`src/include/wheel_decoder_regs.svh`:
```
// Notes on behaviour
// - Each phase takes one of eight pins via its own three-bit select code.
// - Mode bit: zero common, one double accuracy; double accuracy after reset.
// - Common mode with shuttle clear counts one only when a single phase edge leaves both phases at matching levels.
// - Double accuracy counts one on every phase edge, two per wheel step.
// - Live counter has no bus path; only the snapshot is readable.
// - Snapshot changes only on a software load request or a snapshot read, never by itself.
// - Writing one to load bit copies live counter into snapshot register.
// - Load bit returns to zero by itself once the copy has completed.
// - Reading the snapshot clears it unless a copy lands in that cycle; it holds counted pulse edges.
// - Decoder reset bit clears the live counter to zero.
// - Levels shorter than 2^(n+1) times 3 slow periods are jitter.
// - Polarity bit sets idle level: zero rests low, one rests high.
// - Shuttle bit lets the decoder accept non-overlapping phase pulses.
// - Whole decoder runs on the slow clock so it counts in suspend.
// - Phase inputs sampled every 2^n slow clock periods, n from filter field.
// - After reset channel A selects code 0, channel B code 1.
`ifndef WHEEL_DECODER_REGS_SVH
`define WHEEL_DECODER_REGS_SVH

`define OFS_COUNT_SNAPSHOT 8'hD0
`define OFS_FILTER_CFG 8'hD1
`define OFS_PHASE_A_SEL 8'hD2
`define OFS_PHASE_B_SEL 8'hD3
`define OFS_RESERVED_CTRL 8'hD6
`define OFS_COUNT_MODE 8'hD7
`define OFS_LOAD_TRIGGER 8'hD8
`define OFS_DECODER_RESET 8'h60

`define RST_COUNT_SNAPSHOT 8'h00
`define RST_FILTER_CFG 8'h00
`define RST_PHASE_A_SEL 3'h0
`define RST_PHASE_B_SEL 3'h1
`define RST_COUNT_MODE 1'h1

`define POS_FILTER_LO 0
`define POS_FILTER_HI 2
`define POS_POLARITY 4
`define POS_SHUTTLE 5
`define POS_SELECT_HI 2
`define POS_DOUBLE_MODE 0
`define POS_LOAD 0
`define POS_DECODER_RESET 5

`define STABLE_SAMPLES 3'h6

`endif

```
`src/include/wheel_decoder_pkg.sv`:
```
package wheel_decoder_pkg;

    typedef logic [7:0] byte_type;
    typedef logic [2:0] pin_code_type;
    typedef logic [2:0] filter_n_type;

    typedef enum logic [1:0] {
        load_idle,
        load_copy
    } load_state_type;

endpackage : wheel_decoder_pkg

```
`src/rtl/phase_filter.sv`:
```
`timescale 1ns/1ns
`default_nettype none
`include "wheel_decoder_regs.svh"

module phase_filter
    import wheel_decoder_pkg::*;
(
    // Clock and reset
    input wire logic clock,
    input wire logic rst,
    // Control
    input wire logic sample_tick,
    input wire logic clear,
    // Phase
    input wire logic raw_level,
    output logic level_ff
);

    logic [2:0] stable_cnt_ff;

    // New level accepted after six agreeing samples
    always_ff @(posedge clock or posedge rst) begin
        if (rst) begin
            stable_cnt_ff <= 3'h0;
            level_ff <= 1'b0;
        end else if (clear) begin
            stable_cnt_ff <= 3'h0;
            level_ff <= 1'b0;
        end else if (sample_tick) begin
            if (raw_level == level_ff) begin
                stable_cnt_ff <= 3'h0;
            end else if (stable_cnt_ff == `STABLE_SAMPLES - 3'h1) begin
                stable_cnt_ff <= 3'h0;
                level_ff <= raw_level;
            end else begin
                stable_cnt_ff <= stable_cnt_ff + 3'h1;
            end
        end
    end

endmodule : phase_filter
`default_nettype wire

```
`src/rtl/wheel_decoder.sv`:
```
`timescale 1ns/1ns
`default_nettype none
`include "wheel_decoder_regs.svh"

module wheel_decoder
    import wheel_decoder_pkg::*;
(
    // Slow clock and reset
    input wire logic clock,
    input wire logic rst,

    // Register port
    input wire logic [7:0] addr,
    input wire logic [7:0] wdata,
    input wire logic wr,
    input wire logic rd,
    output logic [7:0] rdata_ff,

    // Candidate phase pins, bit order pd7 pd6 pc3 pc2 pb7 pb6 pa3 pa2
    input wire logic [7:0] phase_pins
);

    // Direction of a single-phase change in quadrature order
    function automatic logic step_is_up(
        input logic pa,
        input logic pb,
        input logic ca,
        input logic cb
    );
        logic up;
        up = 1'b0;
        if (ca != pa) begin
            up = (ca != pb);
        end else begin
            up = (cb == pa);
        end
        return up;
    endfunction : step_is_up

    // Low n bits set
    function automatic logic [6:0] tick_mask(input filter_n_type n);
        logic [6:0] m;
        m = 7'h00;
        for (int i = 0; i < 7; i++) begin
            if (i < int'(n)) begin
                m[i] = 1'b1;
            end
        end
        return m;
    endfunction : tick_mask

    // Register state
    filter_n_type filter_n_ff;
    logic polarity_ff;
    logic shuttle_ff;
    pin_code_type sel_a_ff;
    pin_code_type sel_b_ff;
    logic reserved_bit_ff;
    logic double_mode_ff;
    logic decoder_reset_ff;
    byte_type count_snapshot_ff;
    load_state_type load_state_ff;

    // Pin synchronisers
    logic [7:0] sync1_ff;
    logic [7:0] sync2_ff;
    logic [7:0] sync3_ff;
    logic [7:0] pin_level_ff;

    // Sampling and decoding
    logic [6:0] prescale_ff;
    logic sample_tick_ff;
    logic raw_a_ff;
    logic raw_b_ff;
    logic phase_a;
    logic phase_b;
    logic prev_a_ff;
    logic prev_b_ff;
    byte_type live_step_counter_ff;

    // Write decode
    logic wr_cfg;
    logic wr_sel_a;
    logic wr_sel_b;
    logic wr_rsvd;
    logic wr_mode;
    logic wr_load;
    logic wr_reset;
    logic rd_snapshot;

    assign wr_cfg = wr && (addr == `OFS_FILTER_CFG);
    assign wr_sel_a = wr && (addr == `OFS_PHASE_A_SEL);
    assign wr_sel_b = wr && (addr == `OFS_PHASE_B_SEL);
    assign wr_rsvd = wr && (addr == `OFS_RESERVED_CTRL);
    assign wr_mode = wr && (addr == `OFS_COUNT_MODE);
    assign wr_load = wr && (addr == `OFS_LOAD_TRIGGER) && wdata[`POS_LOAD];
    assign wr_reset = wr && (addr == `OFS_DECODER_RESET);
    assign rd_snapshot = rd && (addr == `OFS_COUNT_SNAPSHOT);

    // Filter, polarity and shuttle configuration
    always_ff @(posedge clock or posedge rst) begin
        if (rst) begin
            // Fields cut from the register's reset byte
            filter_n_ff <= filter_n_type'(`RST_FILTER_CFG >> `POS_FILTER_LO);
            polarity_ff <= 1'(`RST_FILTER_CFG >> `POS_POLARITY);
            shuttle_ff <= 1'(`RST_FILTER_CFG >> `POS_SHUTTLE);
        end else if (wr_cfg) begin
            filter_n_ff <= wdata[`POS_FILTER_HI:`POS_FILTER_LO];
            polarity_ff <= wdata[`POS_POLARITY];
            shuttle_ff <= wdata[`POS_SHUTTLE];
        end
    end

    // Pin selects
    always_ff @(posedge clock or posedge rst) begin
        if (rst) begin
            sel_a_ff <= `RST_PHASE_A_SEL;
            sel_b_ff <= `RST_PHASE_B_SEL;
        end else begin
            if (wr_sel_a) begin
                sel_a_ff <= wdata[`POS_SELECT_HI:0];
            end
            if (wr_sel_b) begin
                sel_b_ff <= wdata[`POS_SELECT_HI:0];
            end
        end
    end

    // Mode, reserved and decoder reset bits
    always_ff @(posedge clock or posedge rst) begin
        if (rst) begin
            double_mode_ff <= `RST_COUNT_MODE;
            reserved_bit_ff <= 1'b0;
            decoder_reset_ff <= 1'b0;
        end else begin
            if (wr_mode) begin
                double_mode_ff <= wdata[`POS_DOUBLE_MODE];
            end
            if (wr_rsvd) begin
                reserved_bit_ff <= wdata[0];
            end
            if (wr_reset) begin
                decoder_reset_ff <= wdata[`POS_DECODER_RESET];
            end
        end
    end

    // Three-stage pin synchronisers
    always_ff @(posedge clock or posedge rst) begin
        if (rst) begin
            sync1_ff <= 8'h00;
            sync2_ff <= 8'h00;
            sync3_ff <= 8'h00;
        end else begin
            sync1_ff <= phase_pins;
            sync2_ff <= sync1_ff;
            sync3_ff <= sync2_ff;
        end
    end

    // Level moves only where stages two and three agree
    always_ff @(posedge clock or posedge rst) begin
        if (rst) begin
            pin_level_ff <= 8'h00;
        end else begin
            pin_level_ff <= (sync2_ff & sync3_ff)
                | (pin_level_ff & (sync2_ff | sync3_ff));
        end
    end

    // Pin select and idle polarity
    always_ff @(posedge clock or posedge rst) begin
        if (rst) begin
            raw_a_ff <= 1'b0;
            raw_b_ff <= 1'b0;
        end else begin
            raw_a_ff <= pin_level_ff[sel_a_ff] ^ polarity_ff;
            raw_b_ff <= pin_level_ff[sel_b_ff] ^ polarity_ff;
        end
    end

    // Sampling tick every 2^n slow periods
    always_ff @(posedge clock or posedge rst) begin
        if (rst) begin
            prescale_ff <= 7'h00;
            sample_tick_ff <= 1'b0;
        end else begin
            prescale_ff <= prescale_ff + 7'h01;
            sample_tick_ff <= (prescale_ff & tick_mask(filter_n_ff))
                == tick_mask(filter_n_ff);
        end
    end

    phase_filter filter_a (
        .clock(clock),
        .rst(rst),
        .sample_tick(sample_tick_ff),
        .clear(decoder_reset_ff),
        .raw_level(raw_a_ff),
        .level_ff(phase_a)
    );

    phase_filter filter_b (
        .clock(clock),
        .rst(rst),
        .sample_tick(sample_tick_ff),
        .clear(decoder_reset_ff),
        .raw_level(raw_b_ff),
        .level_ff(phase_b)
    );

    // Step decision
    logic a_moved;
    logic b_moved;
    logic one_moved;
    logic quad_up;
    logic do_count;
    logic count_up;

    assign a_moved = phase_a != prev_a_ff;
    assign b_moved = phase_b != prev_b_ff;
    assign one_moved = a_moved ^ b_moved;
    assign quad_up = step_is_up(prev_a_ff, prev_b_ff, phase_a, phase_b);

    always_comb begin
        do_count = 1'b0;
        count_up = 1'b0;
        if (shuttle_ff) begin
            // A pulse counts up, B pulse counts down
            count_up = a_moved;
            if (double_mode_ff) begin
                do_count = one_moved;
            end else begin
                do_count = one_moved && (phase_a || phase_b);
            end
        end else if (double_mode_ff) begin
            do_count = one_moved;
            count_up = quad_up;
        end else begin
            do_count = one_moved && (phase_a == phase_b);
            count_up = quad_up;
        end
    end

    // Previous filtered phases
    always_ff @(posedge clock or posedge rst) begin
        if (rst) begin
            prev_a_ff <= 1'b0;
            prev_b_ff <= 1'b0;
        end else begin
            prev_a_ff <= phase_a;
            prev_b_ff <= phase_b;
        end
    end

    // Live counter, never on the read path
    always_ff @(posedge clock or posedge rst) begin
        if (rst) begin
            live_step_counter_ff <= 8'h00;
        end else if (decoder_reset_ff) begin
            live_step_counter_ff <= 8'h00;
        end else if (do_count) begin
            if (count_up) begin
                live_step_counter_ff <= live_step_counter_ff + 8'h01;
            end else begin
                live_step_counter_ff <= live_step_counter_ff - 8'h01;
            end
        end
    end

    // Load sequencer; load bit reads one until the copy is done
    always_ff @(posedge clock or posedge rst) begin
        if (rst) begin
            load_state_ff <= load_idle;
        end else begin
            case (load_state_ff)
                load_idle: begin
                    if (wr_load) begin
                        load_state_ff <= load_copy;
                    end
                end
                load_copy: begin
                    // A request landing in the completing cycle is kept
                    if (wr_load) begin
                        load_state_ff <= load_copy;
                    end else begin
                        load_state_ff <= load_idle;
                    end
                end
                default: begin
                    load_state_ff <= load_idle;
                end
            endcase
        end
    end

    // Snapshot: copy wins over read clear
    always_ff @(posedge clock or posedge rst) begin
        if (rst) begin
            count_snapshot_ff <= `RST_COUNT_SNAPSHOT;
        end else if (load_state_ff == load_copy) begin
            count_snapshot_ff <= live_step_counter_ff;
        end else if (rd_snapshot) begin
            count_snapshot_ff <= 8'h00;
        end
    end

    // Read data, one cycle after the strobe
    byte_type nxt_rdata;

    always_comb begin
        nxt_rdata = 8'h00;
        case (addr)
            `OFS_COUNT_SNAPSHOT: nxt_rdata = count_snapshot_ff;
            `OFS_FILTER_CFG: begin
                nxt_rdata[`POS_FILTER_HI:`POS_FILTER_LO] = filter_n_ff;
                nxt_rdata[`POS_POLARITY] = polarity_ff;
                nxt_rdata[`POS_SHUTTLE] = shuttle_ff;
            end
            `OFS_PHASE_A_SEL: nxt_rdata[`POS_SELECT_HI:0] = sel_a_ff;
            `OFS_PHASE_B_SEL: nxt_rdata[`POS_SELECT_HI:0] = sel_b_ff;
            `OFS_RESERVED_CTRL: nxt_rdata[0] = reserved_bit_ff;
            `OFS_COUNT_MODE: nxt_rdata[`POS_DOUBLE_MODE] = double_mode_ff;
            `OFS_LOAD_TRIGGER: begin
                nxt_rdata[`POS_LOAD] = (load_state_ff != load_idle);
            end
            `OFS_DECODER_RESET: nxt_rdata[`POS_DECODER_RESET] = decoder_reset_ff;
            default: nxt_rdata = 8'h00;
        endcase
    end

    always_ff @(posedge clock or posedge rst) begin
        if (rst) begin
            rdata_ff <= 8'h00;
        end else if (rd) begin
            rdata_ff <= nxt_rdata;
        end else begin
            rdata_ff <= 8'h00;
        end
    end

endmodule : wheel_decoder
`default_nettype wire

```
`config.mk`:
```
export PLATFORM = sky130hd
export DESIGN_NAME = wheel_decoder
export DESIGN_NICKNAME = d
export VERILOG_FILES = /design/src/include/wheel_decoder_pkg.sv /design/src/rtl/phase_filter.sv /design/src/rtl/wheel_decoder.sv
export VERILOG_INCLUDE_DIRS = /design/src /design/src/include
export SDC_FILE = /design/constraint.sdc
export NUM_CORES = 1
export LEC_CHECK = 0
export BUFFER_PORTS_ARGS = -buffer_cell sky130_fd_sc_hd__clkbuf_2
export CAP_MARGIN = 25
export CELL_PAD_IN_SITES_DETAIL_PLACEMENT = 0
export CELL_PAD_IN_SITES_GLOBAL_PLACEMENT = 1
export CORE_MARGIN = 4
export CORE_UTILIZATION = 48
export CTS_CLUSTER_DIAMETER = 60
export DETAILED_ROUTE_END_ITERATION = 6
export PLACE_DENSITY = 0.83
export SLEW_MARGIN = 10
export SYNTH_ARGS = -nofsm -noshare
export SYNTH_HDL_FRONTEND = slang
export SYNTH_SLANG_ARGS = --single-unit
```
`constraint.sdc`:
```
create_clock -name clock -period 2.9 [get_ports clock]
set_input_delay 0.145 -clock clock [delete_from_list [all_inputs] [get_ports clock]]
set_output_delay 0.145 -clock clock [all_outputs]
set_load 0.1 [all_outputs]
```
==> summary.md <==
| Metric | Value |
|---|---|
| Final setup fails | `0` |
| Number of rows in the core area | `33` |
| Most common flop cell mapped by yosys | `sky130_fd_sc_hd__dfrtp_1` |
| Count of pins over their slew limit | `0` |
| Multi-input gate area | `1680 um2` |
| Clock root buffer | `sky130_fd_sc_hd__clkbuf_8` |
| Number of instances in the synthesized netlist | `340` |
| DRT iter0 DRCs | `112` |
| Worst Hold Class | `primary input to flip-flop` |
| Number of buffers inserted by post-CTS setup repair | `0` |
| Setup repair after global routing missed its margin | `no` |
| Total CTS buffers | `9` |
| Kind of cell adding the most delay to the critical path | `compound AO/OA/AOI/OAI gates` |
| Crit-path max FO | `8` |
| Layout cell share with drive strength beyond 1 | `24.3%` |
| Power density over the cells | `894 nW/um2` |
| Vias per Instance | `5.39` |
| Number of routed nets with antenna violations | `0` |
| Post-route worst hold slack | `0.0335 ns` |
| Clock-pin transition on the worst setup and hold timing paths | `around 0.1 ns` |
| Reported max-cap violation count | `0` |
| Number of distinct library cells after synthesis | `62` |
| Worst ir drop on vdd | `375 uV` |
| Crit-path slowest cell | `sky130_fd_sc_hd__dfrtp_1` |
| Remaining global-route overflow | `0` |
| Area growth syn-to-layout | `14.8%` |
| CTS tree | `done` |
| Initial standard-cell utilization of the core | `49.3%` |
| Footprint of the flip-flops and latches | `2280 um2` |
| Total global-route track usage | `16.4%` |
| Crit path launch | `prev_a_ff` |
| Total count of hold-check failures in the final report | `0` |
| Port-buffer cells | `32` |
| Worst setup path category | `flip-flop to flip-flop` |
| Cell occurring most often along the worst timing path | `sky130_fd_sc_hd__nand2_2` |
| Insertion delay to the later sink of the worst-skew pair | `between 0.3 and 0.4 ns` |
| Buf/Inv on CP | `1` |
| Dominant cell by count in the synthesized netlist | `sky130_fd_sc_hd__dfrtp_1` |
| Run status | `finished clean` |
| Crit path cell chain | `xor2_2, nand2_2, nand2_2, inv_2, ha_1, o31a_2, o311ai_0, nand2_1, a211oi_2, mux2_1` |
| Cell type with the largest total area after synthesis | `sky130_fd_sc_hd__dfrtp_1` |
| Remaining max-slew budget at the tightest pin | `49.3%` |
| Synth top area share | `between 50% and 60%` |
| Leakage power | `between 2 and 2.5 nW` |
| Antenna diode count | `0` |
| R2R Path Start | `prev_a_ff` |
| Capture instance of the worst register-to-register path | `live_step_counter_ff[7]` |
| Maximum number of pins on one net before global-route repair | `51` |
| FFs w/ async S/R, synth | `100%` |
| Final routed wire length divided by cell count | `15.5 um` |
| Final setup skew | `0.00838 ns` |
| Die Area | `approximately 10000 um2` |
| Number of nets produced by synthesis | `374` |
| Clk buf depth | `2` |
| Achievable Freq | `377 MHz` |
| Post-synth EDFFs | `0` |
| Top cells by count, synth | `sky130_fd_sc_hd__dfrtp_1 (89), sky130_fd_sc_hd__nand2_1 (30), sky130_fd_sc_hd__nor2_1 (23), sky130_fd_sc_hd__mux2_2 (16), sky130_fd_sc_hd__o21ai_0 (16)` |
| CP Capture Type | `flip-flop` |
| Mean area per synthesized cell | `11.9 um2` |
| Area of the core region | `8220 um2` |
| Vias in the first global route | `2,601` |
| Cell Area, Synth | `roughly 4000 um2` |
| Final critical-path share of the clock period | `about 91%` |
| CTS sink cnt | `91` |
| Destination of the worst hold path | `polarity_ff` |
| Arrival time at the worst endpoint | `2.90 ns` |
| Die X | `99.9 um` |
| Logic depth of the worst register-to-register path | `10` |
| H-tree depth | `3` |
| Die height | `roughly 100 um` |
| FF-to-FF setup slack | `0.25 ns` |
| Min-delay src | `wdata[4]` |
| Sequential cell area fraction in the yosys report | `56.3%` |
| Number of I/O pins | `36` |
| Remaining DRCs | `0` |
| Fill cells | `about 690` |
| Length of the first detailed-routing pass in iterations | `5` |
| Count of cells along the worst hold path | `2` |
| Placer's final routability congestion estimate | `slightly above 0.8` |
| Crit-path max cell delay | `0.47 ns` |
| Worst-Margin Slew | `0.760 ns` |
| Drt total wl | `around 7700 um` |
| Category of the worst setup path launch point | `flip-flop` |
| Number of nets in the final layout | `420` |
| Critical path data required time | `about 3.2 ns` |
| Initial antenna violation count | `0` |
| Top area cells in the synthesized netlist | `sky130_fd_sc_hd__dfrtp_1 (55%), sky130_fd_sc_hd__mux2_2 (4.4%), sky130_fd_sc_hd__mux4_2 (3.9%), sky130_fd_sc_hd__nand2_1 (2.8%), sky130_fd_sc_hd__xnor2_1 (2.4%)` |
| Final period demand of the worst path | `2.65 ns` |
| Synth Register Bits | `91` |
| Global-route wire length before repair | `12,800 um` |
| Warnings from Yosys | `0` |
| HPWL Detailed | `5430 um` |
| Final TNS setup | `0 ns` |
| DR vias | `~2,700` |
-- area by class of cell --
type	instances	share of cell area, %
multi-input cells	226	36.0
well taps	105	2.83
inverters	12	0.996
clock inverters	7	1.99
clock buffers	9	2.66
repair buffers	46	6.46
flip-flops and latches	91	49.0
-- stage by stage --
step	utilization [%]	power [mW]	worst slack (ns)	instances	instance area, um2
final	56.6	4.16	0.247	496	4650
after floorplan	-	2.91	0.275	340	4050
after global routing	56.6	4.47	0.0145	496	4650
after global placement	52.8	3.20	0.288	471	4340
after detailed placement	52.8	3.25	0.207	471	4340
after CTS	56.5	4.19	0.184	496	4640
-- sequential cells by signal, summed over array words and instances, names as in the netlist, 3 cells and up --
register and count:
count_snapshot_ff 8, live_step_counter_ff 8, pin_level_ff 8, rdata_ff 8
sync1_ff 8, sync2_ff 8, sync3_ff 8, prescale_ff 7
filter_a.stable_cnt_ff 3, filter_b.stable_cnt_ff 3, filter_n_ff 3, sel_a_ff 3
sel_b_ff 3
-- kinds of logic (layout without fill, tap and decap cells) --
| group | after synthesis | in the layout | share of synthesized area [%] |
|---|---|---|---|
| AO/OA/AOI/OAI | 61 | 61 | 10.3 |
| XOR/XNOR | 15 | 15 | 3.43 |
| adder cells (fa/ha/maj) | 14 | 14 | 3.83 |
| buffers and inverters | 23 | 74 | 2.50 |
| flip-flops | 91 | 91 | 56.3 |
| multiplexers | 32 | 32 | 10.7 |
| AND/OR/NAND/NOR | 104 | 104 | 13.1 |
-- layout by cell type (no fill, tap or decap), types with 4 or more instances in the layout --
cell / n
sky130_fd_sc_hd__nor2_1: 23
sky130_fd_sc_hd__clkbuf_8: 9
sky130_fd_sc_hd__maj3_1: 8
sky130_fd_sc_hd__mux2_2: 16
sky130_fd_sc_hd__dlygate4sd3_1: 9
sky130_fd_sc_hd__ha_1: 6
sky130_fd_sc_hd__clkbuf_2: 32
sky130_fd_sc_hd__and3_1: 4
sky130_fd_sc_hd__buf_4: 4
sky130_fd_sc_hd__nand3_1: 11
sky130_fd_sc_hd__o21ai_0: 16
sky130_fd_sc_hd__inv_1: 10
sky130_fd_sc_hd__a21oi_1: 14
sky130_fd_sc_hd__nor2b_1: 6
sky130_fd_sc_hd__nand2_1: 30
sky130_fd_sc_hd__dfrtp_1: 89
sky130_fd_sc_hd__a31oi_1: 5
sky130_fd_sc_hd__mux2i_1: 6
sky130_fd_sc_hd__nor3_1: 7
sky130_fd_sc_hd__xnor2_1: 11
sky130_fd_sc_hd__mux4_2: 7
-- timing repair --
item | CTS | global route
hold buffers | 9 | 0
endpoints found under the setup margin | 0 | 1
gates resized for setup | 0 | 1
hold endpoints to repair | 49 | 0
-- worst reg2reg max path, delay by kind of cell, from the launching register on --
| family | cells | cell delay, ns |
|---|---|---|
| mux | 1 | 0.35 |
| buf+inv | 1 | 0.07 |
| fa+ha+maj | 1 | 0.34 |
| xor+xnor | 1 | 0.25 |
| compound gates | 3 | 0.66 |
| flops | 1 | 0.47 |
| simple gates | 3 | 0.41 |
-- per-layer routing --
metal	global-route usage, %	share of wire (%)	vias to the layer above
met3	3.13	3.7	10
li1	-	-	1304
met1	22.8	47	1323
met5	0	0	-
met2	25.8	48	37
met4	5.99	1.4	0
-- worst max-delay path by stage --
stage / depth (start not counted) / to / slack [ns]
after floorplan: 11 / live_step_counter_ff[7] / 0.27
after global placement: 10 / live_step_counter_ff[7] / 0.29
after detailed placement: 10 / live_step_counter_ff[7] / 0.21
after CTS: 10 / live_step_counter_ff[7] / 0.18
after global routing: 10 / live_step_counter_ff[7] / 0.01
final: 10 / live_step_counter_ff[7] / 0.25
-- where the power goes --
group          total [mW]  internal, mW  switching, mW
clock network       0.918         0.423          0.496
logic                1.58         0.727          0.852
registers            1.66          1.45          0.211
Note: power is estimated with default switching activity, not from simulation.
